<file path="config.mk">
export PLATFORM = sky130hd
export DESIGN_NAME = scr_regs
export DESIGN_NICKNAME = d
export VERILOG_FILES = /design/src/scr_regs.v
export VERILOG_INCLUDE_DIRS = /design/src /design/src/src
export SDC_FILE = /design/constraint.sdc
export NUM_CORES = 1
export LEC_CHECK = 0
export BUFFER_PORTS_ARGS = -buffer_cell sky130_fd_sc_hd__buf_4
export CAP_MARGIN = 20
export CORE_ASPECT_RATIO = 0.5
export CORE_MARGIN = 4
export CORE_UTILIZATION = 44
export DETAILED_ROUTE_END_ITERATION = 10
export PLACE_DENSITY_LB_ADDON = 0.15
export SYNTH_ARGS = -nofsm -noshare
export SYNTH_HDL_FRONTEND = slang
export SYNTH_SLANG_ARGS = --single-unit
</file>
<file path="constraint.sdc">
create_clock -name clk -period 5.08 [get_ports clk]
set_clock_uncertainty 0.2 [all_clocks]
set_input_delay 1.016 -clock clk [delete_from_list [all_inputs] [get_ports clk]]
set_output_delay 1.016 -clock clk [all_outputs]
set_load 0.02 [all_outputs]
</file>
<file path="src/scr_defs.vh">
// address map, reset values and field positions of the clock configuration bank
`ifndef SCR_DEFS_VH
`define SCR_DEFS_VH
`define SCR_AW 15
`define SCR_A_CFG 15'h0000
`define SCR_A_USR 15'h0010
`define SCR_A_CK0 15'h0029
`define SCR_A_CK1 15'h002a
`define SCR_A_POS_HI 15'h002c
`define SCR_A_POS_MD 15'h002d
`define SCR_A_POS_LO 15'h002e
`define SCR_A_FSA_HI 15'h0030
`define SCR_A_FSA_LO 15'h0031
`define SCR_A_FSB_HI 15'h0032
`define SCR_A_FSB_LO 15'h0033
`define SCR_A_BYP 15'h0038
`define SCR_A_TSC 15'h003b
`define SCR_RST_CFG 8'h20
`define SCR_RST_USR 8'h00
`define SCR_RST_CK0 8'h00
`define SCR_RST_CK1 8'h20
`define SCR_RST_FS 16'ha000
`define SCR_RST_BYP 8'h00
`define SCR_RST_TSC 8'h00
`define SCR_CFG_WMASK 8'h20
`define SCR_CFG_FOURWIRE 8'h10
`define SCR_B_DIR 5
`define SCR_B_HOLD 0
`define SCR_B_PROC 6
`define SCR_B_RECV 5
`define SCR_B_ZOOM 4
`define SCR_B_SEL_HI 3
`define SCR_B_SEL_LO 0
`define SCR_B_CLKPECL 2
`define SCR_B_SYNPECL 1
`define SCR_B_INV 0
`define SCR_CMD_BITS 4'hf
`define SCR_BYTE_BITS 4'h7
`endif

</file>
<file path="src/scr_regs.v">
// spi register bank for sync input and sample clock configuration
`include "scr_defs.vh"
module scr_regs (
  input wire clk,
  input wire rst_b,
  input wire spi_sclk,
  input wire spi_cs_b,
  input wire spi_sdi,
  output reg spi_sdo,
  input wire sync_in,
  input wire [23:0] sync_pos_coarse,
  input wire [23:0] sync_pos_fine,
  output reg sync_align_pulse,
  output wire sync_receiver_enable,
  output wire sync_processor_enable,
  output wire [3:0] sync_delay_select,
  output wire sync_use_calibrated_delay,
  output wire sync_polarity_invert,
  output wire sync_input_pecl_mode,
  output wire sample_clock_pecl_mode,
  output wire [15:0] input_a_full_scale,
  output wire [15:0] input_b_full_scale,
  output wire reference_bypass,
  output wire [1:0] timestamp_input_control
);
  localparam ST_CMD = 1'b0;
  localparam ST_DATA = 1'b1;

  reg [7:0] cfg_r;
  reg [7:0] usr_r;
  reg [7:0] ck0_r;
  reg [7:0] ck1_r;
  reg [15:0] fsa_r;
  reg [15:0] fsb_r;
  reg [7:0] byp_r;
  reg [7:0] tsc_r;

  // two-flop synchronisers, third stage only for edge detection
  reg [1:0] sclk_s_r;
  reg sclk_d_r;
  reg [1:0] cs_s_r;
  reg [1:0] sdi_s_r;
  reg [1:0] syn_s_r;
  reg syn_d_r;
  reg [23:0] posc_s1_r;
  reg [23:0] posc_s2_r;
  reg [23:0] posf_s1_r;
  reg [23:0] posf_s2_r;

  reg state_r;
  reg [3:0] cnt_r;
  reg [15:0] cmd_r;
  reg [7:0] dat_r;
  reg [7:0] out_r;
  reg rd_r;
  reg [14:0] addr_r;

  wire sclk_rise = sclk_s_r[1] & ~sclk_d_r;
  wire sclk_fall = ~sclk_s_r[1] & sclk_d_r;
  wire cs_act = ~cs_s_r[1];
  wire [15:0] cmd_full = {cmd_r[14:0], sdi_s_r[1]};
  wire [7:0] dat_full = {dat_r[6:0], sdi_s_r[1]};
  wire [23:0] pos_view = ck0_r[`SCR_B_ZOOM] ? posf_s2_r : posc_s2_r;
  wire syn_eff = syn_s_r[1] ^ ck1_r[`SCR_B_INV];
  wire syn_rise = syn_eff & ~syn_d_r;
  // pulse needs the receiver powered as well as the processor enabled
  wire syn_take = ck0_r[`SCR_B_PROC] & ck0_r[`SCR_B_RECV];
  // writes land on the address of the byte just finished
  wire wr_stb = cs_act & sclk_rise & (state_r == ST_DATA) & (cnt_r == `SCR_BYTE_BITS) & ~rd_r;

  assign sync_receiver_enable = ck0_r[`SCR_B_RECV];
  assign sync_processor_enable = ck0_r[`SCR_B_PROC];
  assign sync_delay_select = ck0_r[`SCR_B_SEL_HI:`SCR_B_SEL_LO];
  assign sync_use_calibrated_delay = (sync_delay_select == 4'h0);
  assign sync_polarity_invert = ck1_r[`SCR_B_INV];
  assign sync_input_pecl_mode = ck1_r[`SCR_B_SYNPECL];
  assign sample_clock_pecl_mode = ck1_r[`SCR_B_CLKPECL];
  assign input_a_full_scale = fsa_r;
  assign input_b_full_scale = fsb_r;
  assign reference_bypass = byp_r[0];
  assign timestamp_input_control = tsc_r[1:0];

  // byte read mux; reserved and unmapped addresses read zero
  function [7:0] rd_byte;
    input [14:0] a;
    begin
      if (a == `SCR_A_CFG) begin
        rd_byte = cfg_r | `SCR_CFG_FOURWIRE;
      end else if (a == `SCR_A_USR) begin
        rd_byte = usr_r;
      end else if (a == `SCR_A_CK0) begin
        rd_byte = ck0_r;
      end else if (a == `SCR_A_CK1) begin
        rd_byte = ck1_r;
      end else if (a == `SCR_A_POS_HI) begin
        rd_byte = pos_view[23:16];
      end else if (a == `SCR_A_POS_MD) begin
        rd_byte = pos_view[15:8];
      end else if (a == `SCR_A_POS_LO) begin
        rd_byte = pos_view[7:0];
      end else if (a == `SCR_A_FSA_HI) begin
        rd_byte = fsa_r[15:8];
      end else if (a == `SCR_A_FSA_LO) begin
        rd_byte = fsa_r[7:0];
      end else if (a == `SCR_A_FSB_HI) begin
        rd_byte = fsb_r[15:8];
      end else if (a == `SCR_A_FSB_LO) begin
        rd_byte = fsb_r[7:0];
      end else if (a == `SCR_A_BYP) begin
        rd_byte = byp_r;
      end else if (a == `SCR_A_TSC) begin
        rd_byte = tsc_r;
      end else begin
        rd_byte = 8'h00;
      end
    end
  endfunction

  // streaming address step
  function [14:0] next_addr;
    input [14:0] a;
    begin
      if (usr_r[`SCR_B_HOLD]) begin
        next_addr = a;
      end else if (cfg_r[`SCR_B_DIR]) begin
        next_addr = a + 15'h0001;
      end else begin
        next_addr = a - 15'h0001;
      end
    end
  endfunction

  // sclk needs a delay stage so both edges are seen
  always @(posedge clk) begin
    if (!rst_b) begin
      sclk_s_r <= 2'h0;
      sclk_d_r <= 1'b0;
    end else begin
      sclk_s_r <= {sclk_s_r[0], spi_sclk};
      sclk_d_r <= sclk_s_r[1];
    end
  end

  // chip select idles high so no frame starts out of reset
  always @(posedge clk) begin
    if (!rst_b) begin
      cs_s_r <= 2'h3;
    end else begin
      cs_s_r <= {cs_s_r[0], spi_cs_b};
    end
  end

  always @(posedge clk) begin
    if (!rst_b) begin
      sdi_s_r <= 2'h0;
    end else begin
      sdi_s_r <= {sdi_s_r[0], spi_sdi};
    end
  end

  // sync pin
  always @(posedge clk) begin
    if (!rst_b) begin
      syn_s_r <= 2'h0;
    end else begin
      syn_s_r <= {syn_s_r[0], sync_in};
    end
  end

  // delay stage holds the previous effective sync level
  always @(posedge clk) begin
    if (!rst_b) begin
      syn_d_r <= 1'b0;
    end else begin
      syn_d_r <= syn_eff;
    end
  end

  // status words change slowly; a torn sample lasts one read only
  always @(posedge clk) begin
    if (!rst_b) begin
      posc_s1_r <= 24'h000000;
      posc_s2_r <= 24'h000000;
    end else begin
      posc_s1_r <= sync_pos_coarse;
      posc_s2_r <= posc_s1_r;
    end
  end

  always @(posedge clk) begin
    if (!rst_b) begin
      posf_s1_r <= 24'h000000;
      posf_s2_r <= 24'h000000;
    end else begin
      posf_s1_r <= sync_pos_fine;
      posf_s2_r <= posf_s1_r;
    end
  end

  // alignment pulse on rising edge of the effective sync level
  always @(posedge clk) begin
    if (!rst_b) begin
      sync_align_pulse <= 1'b0;
    end else begin
      sync_align_pulse <= syn_rise & syn_take;
    end
  end

  // register file; each reset value sits beside its write
  always @(posedge clk) begin
    if (!rst_b) begin
      cfg_r <= `SCR_RST_CFG;
    end else if (wr_stb && addr_r == `SCR_A_CFG) begin
      cfg_r <= dat_full & `SCR_CFG_WMASK;
    end
  end

  always @(posedge clk) begin
    if (!rst_b) begin
      usr_r <= `SCR_RST_USR;
    end else if (wr_stb && addr_r == `SCR_A_USR) begin
      usr_r <= dat_full;
    end
  end

  always @(posedge clk) begin
    if (!rst_b) begin
      ck0_r <= `SCR_RST_CK0;
    end else if (wr_stb && addr_r == `SCR_A_CK0) begin
      ck0_r <= dat_full;
    end
  end

  always @(posedge clk) begin
    if (!rst_b) begin
      ck1_r <= `SCR_RST_CK1;
    end else if (wr_stb && addr_r == `SCR_A_CK1) begin
      ck1_r <= dat_full;
    end
  end

  always @(posedge clk) begin
    if (!rst_b) begin
      fsa_r <= `SCR_RST_FS;
    end else if (wr_stb && addr_r == `SCR_A_FSA_HI) begin
      fsa_r[15:8] <= dat_full;
    end else if (wr_stb && addr_r == `SCR_A_FSA_LO) begin
      fsa_r[7:0] <= dat_full;
    end
  end

  always @(posedge clk) begin
    if (!rst_b) begin
      fsb_r <= `SCR_RST_FS;
    end else if (wr_stb && addr_r == `SCR_A_FSB_HI) begin
      fsb_r[15:8] <= dat_full;
    end else if (wr_stb && addr_r == `SCR_A_FSB_LO) begin
      fsb_r[7:0] <= dat_full;
    end
  end

  always @(posedge clk) begin
    if (!rst_b) begin
      byp_r <= `SCR_RST_BYP;
    end else if (wr_stb && addr_r == `SCR_A_BYP) begin
      byp_r <= dat_full;
    end
  end

  always @(posedge clk) begin
    if (!rst_b) begin
      tsc_r <= `SCR_RST_TSC;
    end else if (wr_stb && addr_r == `SCR_A_TSC) begin
      tsc_r <= dat_full;
    end
  end

  // spi frame engine; cs high aborts a frame and drops a partial byte
  always @(posedge clk) begin
    if (!rst_b) begin
      state_r <= ST_CMD;
      cnt_r <= 4'h0;
      cmd_r <= 16'h0000;
      dat_r <= 8'h00;
      out_r <= 8'h00;
      rd_r <= 1'b0;
      addr_r <= 15'h0000;
      spi_sdo <= 1'b0;
    end else if (!cs_act) begin
      state_r <= ST_CMD;
      cnt_r <= 4'h0;
    end else if (sclk_fall) begin
      spi_sdo <= out_r[7];
      out_r <= {out_r[6:0], 1'b0};
    end else if (sclk_rise) begin
      case (state_r)
        ST_CMD: begin
          cmd_r <= cmd_full;
          if (cnt_r == `SCR_CMD_BITS) begin
            state_r <= ST_DATA;
            cnt_r <= 4'h0;
            rd_r <= cmd_full[15];
            addr_r <= cmd_full[14:0];
            out_r <= rd_byte(cmd_full[14:0]);
          end else begin
            cnt_r <= cnt_r + 4'h1;
          end
        end
        default: begin
          dat_r <= dat_full;
          if (cnt_r == `SCR_BYTE_BITS) begin
            cnt_r <= 4'h0;
            addr_r <= next_addr(addr_r);
            out_r <= rd_byte(next_addr(addr_r));
          end else begin
            cnt_r <= cnt_r + 4'h1;
          end
        end
      endcase
    end
  end
endmodule

</file>
==> run summary <==
worst min-delay path class = flip-flop to flip-flop
Synth Flop Type = dfxtp_1
syn_area_per_cell = 8.69 µm²
Min Clock Period, post-route = 4.63 ns
WL per Instance = 24.1 µm
P_int = 2.98 mW
initial antenna violation count = 0
Die Y = 124 µm
Final Cycle Share = 91.1%
Layout area overhead = 15.7%
dpl hpwl = 32.7 mm
YS warnings = 0
# nets final = 1,495
power consumption = 3.80 mW
Die X = 240 µm
Critical Path Start Type = flip-flop
cts bufs inserted = 22
Resize count post-CTS = 0
Comb power frac = 3.5%
DRT antenna net count = 0
largest net degree at the start of global routing = 97
die area = 29,700 µm²
max-cap viol count = 0
crit-path cells = inv_1 -> buf_4 -> ha_1 -> a21oi_1 -> a21boi_1 -> o21a_4 -> a211oi_2 -> a2111oi_4 -> nand4_2 -> nor4_1 -> a311oi_1 -> o31ai_1 -> a21oi_1
RSZ-0062 raised after global routing = no
GR peak layer = met1
clock sinks = 232
most frequent cell after synthesis = dfxtp_1
post-synthesis sequential area ratio = 39.3%
routed wire length = 43.2 mm
Final Max Tran Viols = 0
share of cells above drive strength 1 = 14.8%
Power Density = 278 nW/µm²
Fillers = 2,495
DRT iter0 DRCs = 1,306
RD Place Congestion = 0.997
Top Ports = 101
Synth async-reset ratio = 0%
cells after synthesis = 1,359
setup TNS = 0 ns
Yosys cell types = 89
Clock Path Buffers = 3
H-tree levels = 1
CP required = 5.29 ns
router iterations before antenna repair = 7
vias in the first global route = 9,796
Post-CTS Setup Inserts = 0
routed via count = 10,700
Non-Filler Instances = 1,789
max frequency = 216 MHz
endpoints failing hold = 0
met1 global-route usage = 42.7%
Worst-Skew Late Latency = 0.54 ns
GR Util met3 = 6.48%
Sw Share = 21.6%
hold_buf cts = 0
synth cell count leaders = dfxtp_1 (232), nand2_1 (149), and2_1 (113)
critical path data arrival time = 4.84 ns
vias per cell = 5.99
Setup crit end kind = flip-flop
Final WS setup = 0.452 ns
GR Util All Layers = 28.5%
drc violations = 0
Yosys reg bits = 232
EDFF count, synth = 0
Critical Path Most Common Cell = a21oi_1
Worst path top cell family by delay = compound AO/OA/AOI/OAI gates
post-synth top area cell = dfxtp_1
syn nets = 1,431
Cells after DPL = 1,750
share of the synthesized area in the top cell type = 39.3%
worst path bufs/invs = 2
# setup viols final = 0
final core utilization = 51.7%
Peak VDD IR = 0.237 mV
Clock Pin Slew Worst Setup and Hold Paths = 0.06 ns
crit-path max cell delay = 0.83 ns
Initial Util = 44.7%
Reg power frac = 49.1%
Core ar. = 26,400 µm²
Worst-Margin Slew = 1.07 ns
root buffer cell = clkbuf_16
Rows = 42
Switch Pwr = 822 µW
DP Worst Slack = 0.593 ns
global route overflow = 0
Slew HR = 28.1%
CTS tree = built
WS Path Type = flip-flop to flip-flop
top cells by area, synth = dfxtp_1 (39%), mux2i_1 (7.7%), and2_1 (6.0%)
Clock Power Share = 47.4%
Cell Area, Synth = 11,800 µm²
Static Leak = 5.32 nW
met2 global-route usage = 42.1%
Critical Path Fanout Max = 11
IO buf count = 100
run status = completed
CP max-delay cell = nor4_1
first-pass GRT wire length = 63.3 mm
[sequential cells by signal, summed over array words and instances (netlist names), 2 cells and up]
name,count
posc_s2_r,24
posc_s1_r,24
sdi_s_r,2
byp_r,8
syn_s_r,2
addr_r,15
ck1_r,8
posf_s2_r,24
cnt_r,4
sclk_s_r,2
input_b_full_scale,16
tsc_r,8
ck0_r,8
dat_r,7
posf_s1_r,24
input_a_full_scale,16
usr_r,8
cmd_r,15
out_r,8
cs_s_r,2
[layer usage]
| layer | part of all wire (%) | up-vias |
|---|---|---|
| met5 | 0 | - |
| met4 | 2.0 | 0 |
| met3 | 9.9 | 66 |
| met2 | 41 | 504 |
| met1 | 47 | 5147 |
| li1 | - | 4991 |
[path summary, 6_finish.rpt]
path              from        end  slack [ns]  depth (start not counted)
max           cfg_r[5]   out_r[2]        0.45                         13
min          cs_s_r[0]  cs_s_r[1]        0.22                          1
max reg2reg   cfg_r[5]   out_r[2]        0.45                         13
min reg2reg  cs_s_r[0]  cs_s_r[1]        0.22                          1
[power by group through the flow]
stage          clock network (mW)  logic [mW]  registers, mW
4_1_cts                      1.83       0.133           1.87
6_report                     1.80       0.133           1.87
3_5_place_dp                    0       0.132           1.91
3_3_place_gp                    0       0.131           1.91
2_1_floorplan                   0      0.0754           1.90
5_1_grt                      1.91       0.146           1.87
[placed cells by master, fill, tap and decap left out, drive strengths merged, types with 15 or more instances in the layout]
| master | netlist | routed |
|---|---|---|
| nor2b | 73 | 73 |
| o21ai | 55 | 55 |
| a21boi | 38 | 38 |
| inv | 18 | 19 |
| ha | 17 | 17 |
| a22oi | 22 | 22 |
| a21oi | 60 | 60 |
| mux2 | 15 | 15 |
| a211oi | 23 | 23 |
| clkbuf | 73 | 27 |
| nor3 | 20 | 20 |
| nand2 | 149 | 149 |
| mux2i | 91 | 91 |
| dfxtp | 232 | 232 |
| nand3 | 24 | 24 |
| and2 | 113 | 113 |
| nor4 | 16 | 16 |
| buf | 20 | 133 |
| nor2 | 75 | 75 |
[logic make-up (layout without fill, tap and decap cells)]
group,count (synthesis),after routing,synth area share [%]
compound gates,334,334,20.2
simple gates,541,541,24.2
buf+inv,115,192,4.01
other cells,0,1,0
mux,107,107,9.34
xor+xnor,12,12,0.890
fa+ha+maj,18,18,1.97
flops,232,232,39.3
[worst reg2reg max path, stage by stage, from the launching register on]
cell       delay (ns)
dfxtp_1          0.45
inv_1            0.29
buf_4            0.26
ha_1             0.40
a21oi_1          0.26
a21boi_1         0.26
o21a_4           0.18
a211oi_2         0.08
a2111oi_4        0.36
nand4_2          0.33
nor4_1           0.83
a311oi_1         0.21
o31ai_1          0.30
a21oi_1          0.11
[through the flow]
stage / hold WS, ns / instance area, µm²
2_1_floorplan: 0.186 / 11800
3_3_place_gp: 0.191 / 12900
3_5_place_dp: 0.204 / 12900
4_1_cts: 0.221 / 13600
5_1_grt: 0.228 / 13700
6_report: 0.216 / 13700
[area by class of cell]
class	count	area (µm²)	area share (%)
multi-input combinational	1012	6700	49.1
sequential	232	4640	34.0
timing repair buffer	133	1000	7.34
clock buffer	27	599	4.39
tap	352	440	3.22
clock inverter	10	189	1.38
inverter	22	82.6	0.604
antenna	1	2.50	0.0183
(Power assumes the default switching activity.)
